File: config.mk
export PLATFORM = sky130hd
export DESIGN_NAME = remote_host_access_arbiter
export DESIGN_NICKNAME = d
export VERILOG_FILES = /design/src/remote_host_access_arbiter.v
export VERILOG_INCLUDE_DIRS = /design/src
export SDC_FILE = /design/constraint.sdc
export NUM_CORES = 1
export LEC_CHECK = 0
export BUFFER_PORTS_ARGS = -buffer_cell sky130_fd_sc_hd__buf_2
export CAP_MARGIN = 15
export CORE_ASPECT_RATIO = 1.1
export CORE_MARGIN = 2
export CORE_UTILIZATION = 23
export DETAILED_ROUTE_END_ITERATION = 6
export PLACE_DENSITY = 0.49
export SETUP_SLACK_MARGIN = 0.4
export SLEW_MARGIN = 25
export SYNTH_ARGS = -nofsm -noshare
export SYNTH_HDL_FRONTEND = slang
export SYNTH_SLANG_ARGS = --single-unit
File: constraint.sdc
create_clock -name core_clk_i -period 4.2 [get_ports core_clk_i]
set_clock_uncertainty 0.05 [all_clocks]
set_input_delay 0.63 -clock core_clk_i [delete_from_list [all_inputs] [get_ports core_clk_i]]
set_output_delay 0.63 -clock core_clk_i [all_outputs]
set_load 0.005 [all_outputs]
File: src/remote_host_access_arbiter_consts.vh
`ifndef REMOTE_HOST_ACCESS_ARBITER_CONSTS_VH
`define REMOTE_HOST_ACCESS_ARBITER_CONSTS_VH

// Register indices on the software port
`define ADDR_RIC          4'h0
`define ADDR_CCR          4'h1
`define ADDR_DCR          4'h2
`define ADDR_PC_LO        4'h3
`define ADDR_PC_HI        4'h4

// remote_interface_config fields
`define RIC_RUN_BIT       0
`define RIC_STEP_BIT      1
`define RIC_LOCKOUT_BIT   2
`define RIC_MSEL_LSB      3
`define RIC_MSEL_MSB      4

// cpu_control_reg fields
`define CCR_WRITE_SEEN    6
`define CCR_READ_SEEN     5

// device_config_reg fields
`define DCR_IW_LSB        0
`define DCR_IW_MSB        1
`define DCR_DW_LSB        2
`define DCR_DW_MSB        4

// Memory select encodings
`define MSEL_DATA_MEMORY         2'h0
`define MSEL_INSTRUCTION_MEMORY         2'h1
`define MSEL_PC_LO        2'h2
`define MSEL_PC_HI        2'h3

// Access targets held during the access phase
`define TGT_CFG           3'h0
`define TGT_PC_LO         3'h1
`define TGT_PC_HI         3'h2
`define TGT_DATA_MEMORY          3'h3
`define TGT_INSTRUCTION_MEMORY_LO       3'h4
`define TGT_INSTRUCTION_MEMORY_HI       3'h5

// Reset values
`define RIC_RESET         8'h00
`define DCR_RESET         8'h00
`define PC_RESET          16'h0000
`define WAIT_ZERO         3'h0

`endif

File: src/remote_host_access_arbiter.v
// Local design decisions: the register addresses and the plain strobed port.
`include "remote_host_access_arbiter_consts.vh"

module remote_host_access_arbiter #(
   parameter IW_WIDTH = 2,
   parameter DW_WIDTH = 3
) (
   input  wire        core_clk_i,
   input  wire        sys_rst_i,
   input  wire [3:0]  reg_addr_i,
   input  wire [7:0]  reg_wdata_i,
   input  wire        reg_wr_i,
   input  wire        reg_rd_i,
   output reg  [7:0]  reg_rdata_o,
   input  wire        remote_read_strobe_n_i,
   input  wire        remote_write_strobe_n_i,
   input  wire        remote_access_enable_i,
   input  wire        reg_select_i,
   input  wire        access_stretch_n_i,
   input  wire        local_block_n_i,
   input  wire        local_bus_request_i,
   input  wire        instr_start_i,
   input  wire        instr_done_i,
   input  wire [7:0]  data_addr_hi_i,
   input  wire [15:0] instr_data_i,
   output reg         local_bus_grant_o,
   output reg         timing_unit_stall_o,
   output reg         transfer_ack_pin_o,
   output reg         bus_handover_pin_o,
   output reg         mem_read_n_o,
   output reg  [7:0]  addr_hi_o,
   output reg         addr_hi_oe_n_o,
   output reg  [7:0]  ad_o,
   output reg         ad_oe_n_o,
   output reg         cpu_running_o,
   output reg  [15:0] pc_o
);

   localparam [3:0] IDLE_STATE     = 4'h0;
   localparam [3:0] HELD_OFF_STATE = 4'h1;
   localparam [3:0] BUS_RELEASE    = 4'h2;
   localparam [3:0] HANDOVER_STATE = 4'h3;
   localparam [3:0] ACCESS_STATE   = 4'h4;
   localparam [3:0] DATA_VALID     = 4'h5;
   localparam [3:0] TERM_STATE     = 4'h6;

   // Two-stage synchronisers for pins
   reg [5:0]  pin_meta_reg;
   reg [5:0]  pin_sync_reg;
   wire       rd_n_s    = pin_sync_reg[0];
   wire       wr_n_s    = pin_sync_reg[1];
   wire       rae_s     = pin_sync_reg[2];
   wire       cmd_s     = pin_sync_reg[3];
   wire       stretch_s = pin_sync_reg[4];
   wire       lock_n_s  = pin_sync_reg[5];

   reg [7:0]           ric_reg;
   reg [7:0]           dcr_reg;
   reg                 write_seen_reg;
   reg                 read_seen_reg;
   reg [15:0]          pc_reg;
   reg                 upper_byte_flag_reg;
   reg                 step_reg;
   reg                 running_reg;
   reg                 strap_done_reg;
   reg                 lock_active_reg;
   reg [3:0]           state_reg;
   reg [3:0]           state_next;
   reg [2:0]           target_reg;
   reg [2:0]           target_next;
   reg [IW_WIDTH-1:0]  iw_cnt_reg;
   reg [DW_WIDTH-1:0]  dw_cnt_reg;

   wire qualified_rd  = rae_s & ~rd_n_s;
   wire lockout       = ric_reg[`RIC_LOCKOUT_BIT];
   wire [1:0] msel    = ric_reg[`RIC_MSEL_MSB:`RIC_MSEL_LSB];
   wire wr_ric        = reg_wr_i && (reg_addr_i == `ADDR_RIC);
   wire in_arb        = (state_reg == IDLE_STATE) || (state_reg == HELD_OFF_STATE);
   wire instruction_memory_target   = (target_reg == `TGT_INSTRUCTION_MEMORY_LO) || (target_reg == `TGT_INSTRUCTION_MEMORY_HI);
   wire waits_spent;

   // Wait count still running for the current target
   function wait_pending;
      input [2:0]          tgt;
      input [IW_WIDTH-1:0] iw;
      input [DW_WIDTH-1:0] dw;
      begin
         if (tgt == `TGT_DATA_MEMORY) begin
            wait_pending = (dw != {DW_WIDTH{1'b0}});
         end else if ((tgt == `TGT_INSTRUCTION_MEMORY_LO) || (tgt == `TGT_INSTRUCTION_MEMORY_HI)) begin
            wait_pending = (iw != {IW_WIDTH{1'b0}});
         end else begin
            wait_pending = 1'b0;
         end
      end
   endfunction

   assign waits_spent = ~wait_pending(target_reg, iw_cnt_reg, dw_cnt_reg) & stretch_s;

   // Pin synchronisers, kept running through reset so the strap sees the strobes
   always @(posedge core_clk_i) begin
      pin_meta_reg <= {local_block_n_i, access_stretch_n_i, reg_select_i,
                       remote_access_enable_i, remote_write_strobe_n_i, remote_read_strobe_n_i};
      pin_sync_reg <= pin_meta_reg;
   end

   // Arbiter next state
   always @* begin
      state_next  = state_reg;
      target_next = target_reg;
      case (state_reg)
         IDLE_STATE: begin
            if (qualified_rd) begin
               if (lockout || local_bus_grant_o) begin
                  state_next = HELD_OFF_STATE;
               end else if (!local_bus_request_i) begin
                  state_next = BUS_RELEASE;
               end
            end
         end
         HELD_OFF_STATE: begin
            if (!qualified_rd) begin
               state_next = IDLE_STATE;
            end else if (!lockout && !local_bus_grant_o && !local_bus_request_i) begin
               state_next = BUS_RELEASE;
            end
         end
         BUS_RELEASE: state_next = HANDOVER_STATE;
         HANDOVER_STATE: begin
            state_next = ACCESS_STATE;
            if (cmd_s) begin
               target_next = `TGT_CFG;
            end else begin
               case (msel)
                  `MSEL_DATA_MEMORY:  target_next = `TGT_DATA_MEMORY;
                  `MSEL_PC_LO: target_next = `TGT_PC_LO;
                  `MSEL_PC_HI: target_next = `TGT_PC_HI;
                  default:     target_next = upper_byte_flag_reg ? `TGT_INSTRUCTION_MEMORY_HI : `TGT_INSTRUCTION_MEMORY_LO;
               endcase
            end
         end
         ACCESS_STATE: begin
            if (waits_spent) begin
               state_next = DATA_VALID;
            end
         end
         DATA_VALID: begin
            if (!qualified_rd) begin
               state_next = TERM_STATE;
            end
         end
         TERM_STATE: state_next = IDLE_STATE;
         default: state_next = IDLE_STATE;
      endcase
   end

   always @(posedge core_clk_i or posedge sys_rst_i) begin
      if (sys_rst_i) begin
         state_reg  <= IDLE_STATE;
         target_reg <= `TGT_CFG;
      end else begin
         state_reg  <= state_next;
         target_reg <= target_next;
      end
   end

   // Wait counters
   always @(posedge core_clk_i or posedge sys_rst_i) begin
      if (sys_rst_i) begin
         iw_cnt_reg <= {IW_WIDTH{1'b0}};
         dw_cnt_reg <= {DW_WIDTH{1'b0}};
      end else if (state_reg == HANDOVER_STATE) begin
         iw_cnt_reg <= dcr_reg[`DCR_IW_MSB:`DCR_IW_LSB];
         dw_cnt_reg <= dcr_reg[`DCR_DW_MSB:`DCR_DW_LSB];
      end else if (state_reg == ACCESS_STATE) begin
         if ((target_reg == `TGT_DATA_MEMORY) && (dw_cnt_reg != {DW_WIDTH{1'b0}})) begin
            dw_cnt_reg <= dw_cnt_reg - {{(DW_WIDTH-1){1'b0}}, 1'b1};
         end
         if (instruction_memory_target && (iw_cnt_reg != {IW_WIDTH{1'b0}})) begin
            iw_cnt_reg <= iw_cnt_reg - {{(IW_WIDTH-1){1'b0}}, 1'b1};
         end
      end
   end

   // Pin outputs of the arbiter
   always @(posedge core_clk_i or posedge sys_rst_i) begin
      if (sys_rst_i) begin
         local_bus_grant_o   <= 1'b0;
         timing_unit_stall_o <= 1'b0;
         transfer_ack_pin_o  <= 1'b1;
         bus_handover_pin_o  <= 1'b0;
         mem_read_n_o        <= 1'b1;
         addr_hi_o           <= 8'h00;
         addr_hi_oe_n_o      <= 1'b0;
         ad_o                <= `RIC_RESET;
         ad_oe_n_o           <= 1'b0;
      end else begin
         local_bus_grant_o <= (state_next == IDLE_STATE || state_next == HELD_OFF_STATE)
                              && in_arb && lock_n_s && local_bus_request_i;
         // stall while the local bus is requested, on block or remote ownership
         timing_unit_stall_o <= local_bus_request_i && (lock_active_reg || !in_arb
                                || (state_next != IDLE_STATE && state_next != HELD_OFF_STATE));
         transfer_ack_pin_o <= !(qualified_rd && state_next != DATA_VALID && state_next != TERM_STATE);
         bus_handover_pin_o <= (state_next == HANDOVER_STATE) || (state_next == ACCESS_STATE)
                               || (state_next == DATA_VALID);
         mem_read_n_o <= !((state_next == ACCESS_STATE || state_next == DATA_VALID)
                           && target_next == `TGT_DATA_MEMORY);
         addr_hi_o <= data_addr_hi_i;
         ad_o      <= ric_reg & ~(8'h01 << `RIC_STEP_BIT);
         addr_hi_oe_n_o <= !(state_next == IDLE_STATE || state_next == HELD_OFF_STATE
                             || state_next == TERM_STATE);
         ad_oe_n_o <= 1'b0;
         if (state_next == BUS_RELEASE || state_next == HANDOVER_STATE) begin
            ad_oe_n_o <= (msel == `MSEL_DATA_MEMORY) && !cmd_s;
         end else if (state_next == ACCESS_STATE || state_next == DATA_VALID) begin
            case (target_next)
               `TGT_PC_LO:   ad_o <= pc_reg[7:0];
               `TGT_PC_HI:   ad_o <= pc_reg[15:8];
               `TGT_INSTRUCTION_MEMORY_LO: ad_o <= instr_data_i[7:0];
               `TGT_INSTRUCTION_MEMORY_HI: ad_o <= instr_data_i[15:8];
               `TGT_DATA_MEMORY:    ad_oe_n_o <= 1'b1;
               default:      ad_o <= ric_reg & ~(8'h01 << `RIC_STEP_BIT);
            endcase
         end
      end
   end

   // Local block sampled at instruction start
   always @(posedge core_clk_i or posedge sys_rst_i) begin
      if (sys_rst_i) begin
         lock_active_reg <= 1'b0;
      end else if (instr_start_i) begin
         lock_active_reg <= ~lock_n_s;
      end
   end

   // Software registers, flags and execution control
   always @(posedge core_clk_i or posedge sys_rst_i) begin
      if (sys_rst_i) begin
         ric_reg             <= `RIC_RESET;
         dcr_reg             <= `DCR_RESET;
         write_seen_reg      <= 1'b0;
         read_seen_reg       <= 1'b0;
         pc_reg              <= `PC_RESET;
         upper_byte_flag_reg <= 1'b0;
         step_reg            <= 1'b0;
         running_reg         <= 1'b0;
         strap_done_reg      <= 1'b0;
      end else begin
         strap_done_reg <= 1'b1;
         if (!strap_done_reg && !rd_n_s && !wr_n_s) begin
            ric_reg[`RIC_RUN_BIT] <= 1'b1;
            pc_reg                <= `PC_RESET;
         end
         if (wr_ric) begin
            ric_reg <= reg_wdata_i & ~(8'h01 << `RIC_STEP_BIT);
            if (reg_wdata_i[`RIC_STEP_BIT]) step_reg <= 1'b1;
            if (reg_wdata_i[`RIC_MSEL_MSB:`RIC_MSEL_LSB] == `MSEL_INSTRUCTION_MEMORY) upper_byte_flag_reg <= 1'b0;
         end
         if (reg_wr_i && reg_addr_i == `ADDR_DCR) dcr_reg <= reg_wdata_i;
         if (reg_wr_i && reg_addr_i == `ADDR_PC_LO) pc_reg[7:0] <= reg_wdata_i;
         if (reg_wr_i && reg_addr_i == `ADDR_PC_HI) pc_reg[15:8] <= reg_wdata_i;
         if (reg_wr_i && reg_addr_i == `ADDR_CCR) begin
            if (reg_wdata_i[`CCR_WRITE_SEEN]) write_seen_reg <= 1'b0;
            if (reg_wdata_i[`CCR_READ_SEEN]) read_seen_reg <= 1'b0;
         end
         if (ric_reg[`RIC_RUN_BIT]) begin
            running_reg <= 1'b1;
         end else if (instr_done_i) begin
            running_reg <= 1'b0;
         end
         if (instr_done_i && (running_reg || step_reg)) begin
            pc_reg <= pc_reg + 16'h0001;
            if (!running_reg) begin
               step_reg <= 1'b0;
            end
         end
         if (state_reg == TERM_STATE) begin
            if (target_reg == `TGT_DATA_MEMORY) begin
               read_seen_reg <= 1'b1;
            end
            if (instruction_memory_target) begin
               upper_byte_flag_reg <= ~upper_byte_flag_reg;
               if (target_reg == `TGT_INSTRUCTION_MEMORY_HI) begin
                  pc_reg <= pc_reg + 16'h0001;
               end
            end
         end
      end
   end

   // Read data and status outputs
   always @(posedge core_clk_i or posedge sys_rst_i) begin
      if (sys_rst_i) begin
         reg_rdata_o   <= 8'h00;
         cpu_running_o <= 1'b0;
         pc_o          <= `PC_RESET;
      end else begin
         cpu_running_o <= running_reg | step_reg;
         pc_o          <= pc_reg;
         reg_rdata_o   <= 8'h00;
         if (reg_rd_i) begin
            case (reg_addr_i)
               `ADDR_RIC:   reg_rdata_o <= ric_reg & ~(8'h01 << `RIC_STEP_BIT);
               `ADDR_CCR:   reg_rdata_o <= {1'b0, write_seen_reg, read_seen_reg, 5'h00};
               `ADDR_DCR:   reg_rdata_o <= dcr_reg;
               `ADDR_PC_LO: reg_rdata_o <= pc_reg[7:0];
               `ADDR_PC_HI: reg_rdata_o <= pc_reg[15:8];
               default:     reg_rdata_o <= 8'h00;
            endcase
         end
      end
   end

endmodule // remote_host_access_arbiter

### Word level (Yosys, flattened, before mapping)

Cells that the tools add are included.

| storage, ports and cells | value |
|---|---|
| input bits | 49 |
| output and inout port bits | 48 |
| register bits after elaboration | 109 |
| logic and storage cells | 177 |

| cells by class | value |
|---|---|
| mux-type cells | 51 |
| reduce and logical (&&, ||, !) cells | 58 |
| add/subtract/negate cells | 3 |
| bitwise logic cells | 7 |
| equality and inequality tests | 30 |

Operators with widths:

| cell | count |
|---|---|
| $mux W16 | 5 |
| $mux W8 | 5 |
| $pmux W8 S5 | 1 |
| $pmux W8 S4 | 1 |
| $eq A4 B3 Y1 const B | 7 |
| $mux W4 | 7 |
| $eq A4 B2 Y1 const B | 6 |
| $pmux W4 S6 | 1 |
| $mux W1 | 22 |
| $logic_and A1 B1 Y1 | 21 |
| $add A16 B1 Y16 const B | 1 |
| $mux W3 | 5 |
| $eq A3 B3 Y1 const B | 4 |
| $eq A4 B1 Y1 const B | 3 |
| $logic_not A4 Y1 | 3 |
| $logic_or A1 B1 Y1 | 12 |
| $reduce_bool A2 Y1 | 6 |
| $logic_not A1 Y1 | 11 |
| $eq A3 B2 Y1 const B | 3 |
| $pmux W3 S3 | 1 |
| $ne A4 B3 Y1 const B | 2 |
| $mux W2 | 3 |
| $eq A2 B2 Y1 const B | 2 |
| $ne A4 B1 Y1 const B | 1 |
| 11 further kinds | 16 |

### Longest topological paths before layout

| depth | value |
|---|---|
| depth in word-level cells | 13 |
| gate-level depth with buffers | 8 |
| gate-level depth less buffers | 7 |

### Least setup slack after synthesis

No wires, ideal clock.

| path | value |
|---|---|
| path type | flip-flop to flip-flop |
| from | reg ric_reg[3] |
| to | reg ad_o[5] |
| period minus slack after synthesis | 2099 ps |
| slack | 2101 ps |
| stages on the path, launching flop included | 8 |
| data arrival time | 1985 ps |
| library setup time | 64 ps |
| data required time | 4086 ps |
| cells stage by stage | dfrtp_1 > inv_1 > ha_1 > or3_1 > or4_1 > o31ai_2 > a221o_1 > mux2_2 |

| between the ends | value |
|---|---|
| cells in the longest elaborated chain, start to end | 8 |
| elaborated cells between the ends (all ways) | 13 |

Ends and longest elaborated chain:

| what | RTL line | text |
|---|---|---|
| start: declaration | remote_host_access_arbiter.v:57 | `reg [7:0] ric_reg;` |
| start signal: assignment | remote_host_access_arbiter.v:240 | `` ric_reg <= `RIC_RESET; `` |
| start signal: assignment | remote_host_access_arbiter.v:256 | `` ric_reg <= reg_wdata_i & ~(8'h01 << `RIC_STEP_BIT); `` |
| $eq A2 B2 Y1 / $logic_not A2 Y1 (equally long branches) | remote_host_access_arbiter.v:134 | `case (msel)` |
| $pmux W3 S3 * | remote_host_access_arbiter.v:134 |  |
| $mux W3 * | remote_host_access_arbiter.v:131 | `if (cmd_s) begin` |
| $mux W3 * | remote_host_access_arbiter.v:111 | `case (state_reg)` |
| $eq A3 B3 Y1, or another cell as far along | remote_host_access_arbiter.v:216 | `case (target_next)` |
| $pmux W8 S4 * | remote_host_access_arbiter.v:216 |  |
| $mux W8 * | remote_host_access_arbiter.v:215 | `end else if (state_next == ACCESS_STATE \|\| state_next == DATA_VALID) begin` |
| $mux W8 * | remote_host_access_arbiter.v:213 | `if (state_next == BUS_RELEASE \|\| state_next == HANDOVER_STATE) begin` |
| end signal: assignment | remote_host_access_arbiter.v:217 | `` `TGT_PC_LO: ad_o <= pc_reg[7:0]; `` |
| end signal: assignment | remote_host_access_arbiter.v:218 | `` `TGT_PC_HI: ad_o <= pc_reg[15:8]; `` |
| end signal: assignment | remote_host_access_arbiter.v:219 | `` `TGT_INSTRUCTION_MEMORY_LO: ad_o <= instr_data_i[7:0]; `` |
| end: declaration | remote_host_access_arbiter.v:33 | `output reg [7:0] ad_o,` |

Every way passes the cells marked *; elsewhere a longest branch is shown, timed or not.
A chain may end at the register's enable or synchronous reset.

### Final worst setup path

| path | value |
|---|---|
| from | reg state_reg[1] |
| to | reg ad_o[7] |

| between the ends | value |
|---|---|
| cells in the longest elaborated chain, start to end | 8 |
| elaborated cells between the ends (all ways) | 28 |

Ends and longest elaborated chain:

| what | RTL line | text |
|---|---|---|
| start: declaration | remote_host_access_arbiter.v:67 | `reg [3:0] state_reg;` |
| start signal: assignment | remote_host_access_arbiter.v:162 | `state_reg <= state_next;` |
| $mux W4 | remote_host_access_arbiter.v:116 | `end else if (!local_bus_request_i) begin` |
| $mux W4 | remote_host_access_arbiter.v:114 | `if (lockout \|\| local_bus_grant_o) begin` |
| $mux W4 | remote_host_access_arbiter.v:113 | `if (qualified_rd) begin` |
| $pmux W4 S6 | remote_host_access_arbiter.v:111 |  |
| $eq A4 B3 Y1 | remote_host_access_arbiter.v:215 |  |
| $logic_or A1 B1 Y1 | remote_host_access_arbiter.v:215 |  |
| $mux W8 | remote_host_access_arbiter.v:215 |  |
| $mux W8 * | remote_host_access_arbiter.v:213 |  |

Marks and branches as above.

==> results.yml <==
synth:
  synth_common_cells: "dfrtp_1 (95), nand2_1 (42), o21ai_0 (26), nor2_1 (22), mux2_2 (20)"
  synthAdderAreaFrac_pct: 1.777
  synth_area_leaders: "dfrtp_1 (48%), dfxtp_1 (4.9%), mux2_2 (4.6%), nand2_1 (3.2%), o21ai_0 (2.6%)"
  ys_ff_latch: 109
  synth_xor_area_share_pct: 0.8883
  yosysTopAreaCell: "dfrtp_1"
  yosysMostFrequentCell: "dfrtp_1"
  synth_compound_area_share_pct: 15.99
  syn_avg_cell_area_um2: 11.18
  yosysTopAreaCellShare_pct: 48.22
  syn_area_um2: 4930
  yosysSeqAreaShare_pct: 54.16
  yosysUniqueCellTypes: 68
  synth_flop_cell: "dfrtp_1"
  syn_nets: 497
  synth_edf_count: 0
  yosys_warnings: 0
  synthSimpleGateAreaFrac_pct: 16.17
  synthArstFlopShare_pct: 88.99
  synthCells: 441
  synth.area.mux_share_pct: 7.259
  synth_top_family_by_area: "simple AND/OR/NAND/NOR gates"
drt:
  drt_pre_antenna_iters: 7
  via_per_inst: 4.647
  drc_errors: 0
  vias: 3843
  wirelength_mm: 14.19
  antenna_left: 0
  routedWlPerCell_um: 17.16
  drtIter0Drc: 290
placement:
  hpwl_mm: 10.26
  port_buffers: 96
  place.gp.congestion: 0.8450
clocking:
  cts.sinks: 109
  cts_max_level: 3
  cts_resized: 0
  postCtsSetupBuffers: 0
  clock_tree.root_cell: "clkbuf_16"
  clk_pin_slew_ns: 0.08
  cts_made_buffers: 9
  clockBufferDepth: 2
  insertion_delay_ns: 0.35
  cts_tree: "done"
  holdBufCountCts: 0
hold_path:
  worstHoldStart: "pin_meta_reg[3]$_DFF_P_"
  worst_hold_path.endpoint: "pin_sync_reg[3]$_DFF_P_"
  holdCritPathClass: "reg2reg"
  min_path_cells: 0
sta:
  fin_setup_tns_ns: 0
  timing.fmax_ghz: 0.4091
  relSlewSlack_pct: 46.08
  setup_violations: 0
  fin_crit_ns: 2.444
  min_period_over_period_pct: 58.19
  tightest_slew_ns: 0.8068
  rsz0062_at_grt: "false"
  final_max_slew_viol_count: 0
  final_hold_viol_count: 0
  hold_slack_ns: 0.2789
floorplanning:
  io_pins: 97
  coreArea_um2: 21160
  die_w_um: 143.6
  fp-row-count: 56
  start_util_pct: 23.30
  dieArea_um2: 22620
  die_h_um: 157.6
critical_path:
  crit_arrival_ns: 2.63
  cp.required_ns: 4.38
  r2r_cells: 5
  reg2reg_from: "state_reg[1]$_DFF_PP0_"
  r2r_end: "ad_o[7]$_DFF_PP0_"
  path_max_fanout: 16
  worst_setup_path_end_kind: "flip-flop"
  reg2reg_slack_ns: 1.76
  crit_type: "reg2reg"
  start_kind: "flip-flop"
final_layout:
  seq_area_um2: 2670
  drive_gt1_share_pct: 29.21
  multi_input_area_um2: 2082
  n_fill_cell: 2229
  fin_nets: 585
  area_growth_pct: 21.65
grt:
  overflow: 0
  grt_pass1_wl_mm: 22.00
  antenna_found_initial: 2
  grt_max_degree: 86
  grt_pass1_vias: 3822
  grtUsageTotal_pct: 12.63
status:
  status: "finished, final reports clean"
power:
  p_leak_uw: 0.002579
  ir_drop_mv: 0.1929
  power.density_nw_per_um2: 426.5
flow_run:
  cap_violations: 0
-- worst max path at each step --
stage	from	endpoint	slack, ns	cells past startpoint
6_report	state_reg[1]$_DFF_PP0_	ad_o[7]$_DFF_PP0_	1.76	5
5_1_grt	state_reg[1]$_DFF_PP0_	ad_o[7]$_DFF_PP0_	1.63	5
4_1_cts	state_reg[0]$_DFF_PP0_	pc_reg[13]$_DFF_PP0_	1.61	5
3_5_place_dp	state_reg[1]$_DFF_PP0_	pc_reg[13]$_DFF_PP0_	1.62	5
3_3_place_gp	state_reg[0]$_DFF_PP0_	pc_reg[14]$_DFF_PP0_	1.70	5
2_1_floorplan	sys_rst_i	ad_o[0]$_DFF_PP0_	0.99	1
-- layer usage --
metal  part of all wire [%]  track usage, %
met1                     44           17.23
met2                     47           19.75
met3                    7.1           3.103
met4                    1.5           3.875
met5                      0               0
-- cells in the final DEF, fill, tap and decap left out, drive strengths merged, types with 5 or more instances in the layout --
cell / synthesis / final
nand3b: 5 / 5
buf: 12 / 100
o21ai: 27 / 27
mux2: 20 / 20
a222oi: 7 / 7
ha: 7 / 7
nor2b: 5 / 5
clkbuf: 11 / 9
nor4: 8 / 8
dfrtp: 95 / 95
nand2b: 7 / 7
a31oi: 9 / 9
dfxtp: 12 / 12
nor3: 11 / 11
mux2i: 12 / 12
nor3b: 5 / 5
inv: 15 / 20
nand3: 11 / 11
a21oi: 18 / 18
nor2: 22 / 22
a221o: 8 / 8
nand2: 43 / 43
nand4: 5 / 5
-- layout make-up --
cell class                      count  area share, %
Clock buffer                        9          3.755
Clock inverter                      7          1.231
Timing Repair Buffer              100          8.575
Multi-Input combinational cell    294          34.72
Antenna cell                        3         0.1252
Tap cell                          290          6.050
Sequential cell                   109          44.52
Inverter                           15          1.022
-- power by group --
part | internal (uW) | leakage, uW | total [uW] | switching (uW)
clock network | 426 | 0.000148 | 846 | 420
registers | 1170 | 0.00134 | 1310 | 139
logic | 191 | 0.00109 | 405 | 214
total | 1780 | 0.00258 | 2560 | 773
-- critical path, stage by stage, from the launching register on --
cell      delay, ns
dfrtp_1        0.65
and4bb_2       0.60
mux2i_4        0.43
mux2i_1        0.22
o22ai_1        0.09
mux2_2         0.29
-- kinds of logic (layout without fill, tap and decap cells) --
kind of cell,Yosys count,count (layout)
adders and majority gates,7,7
AOI/OAI and AO/OA,108,108
buffers and inverters,38,131
and+or+nand+nor,140,140
muxes,32,32
xor gates and xnor gates,5,5
DFF,109,109
other,2,5
-- metrics by stage --
stage	setup WS [ns]	cell area, um2	total power, uW	instances	util (%)
final	1.756	5997	2557	827	28.34
after CTS	1.605	5976	2593	823	28.24
after global placement	1.702	5677	1724	807	26.83
after floorplan	0.9896	4930	1544	441	-
after detailed placement	1.624	5677	1732	807	26.83
after global routing	1.628	5992	2709	825	28.32
Power figures use the tool's default switching activity.
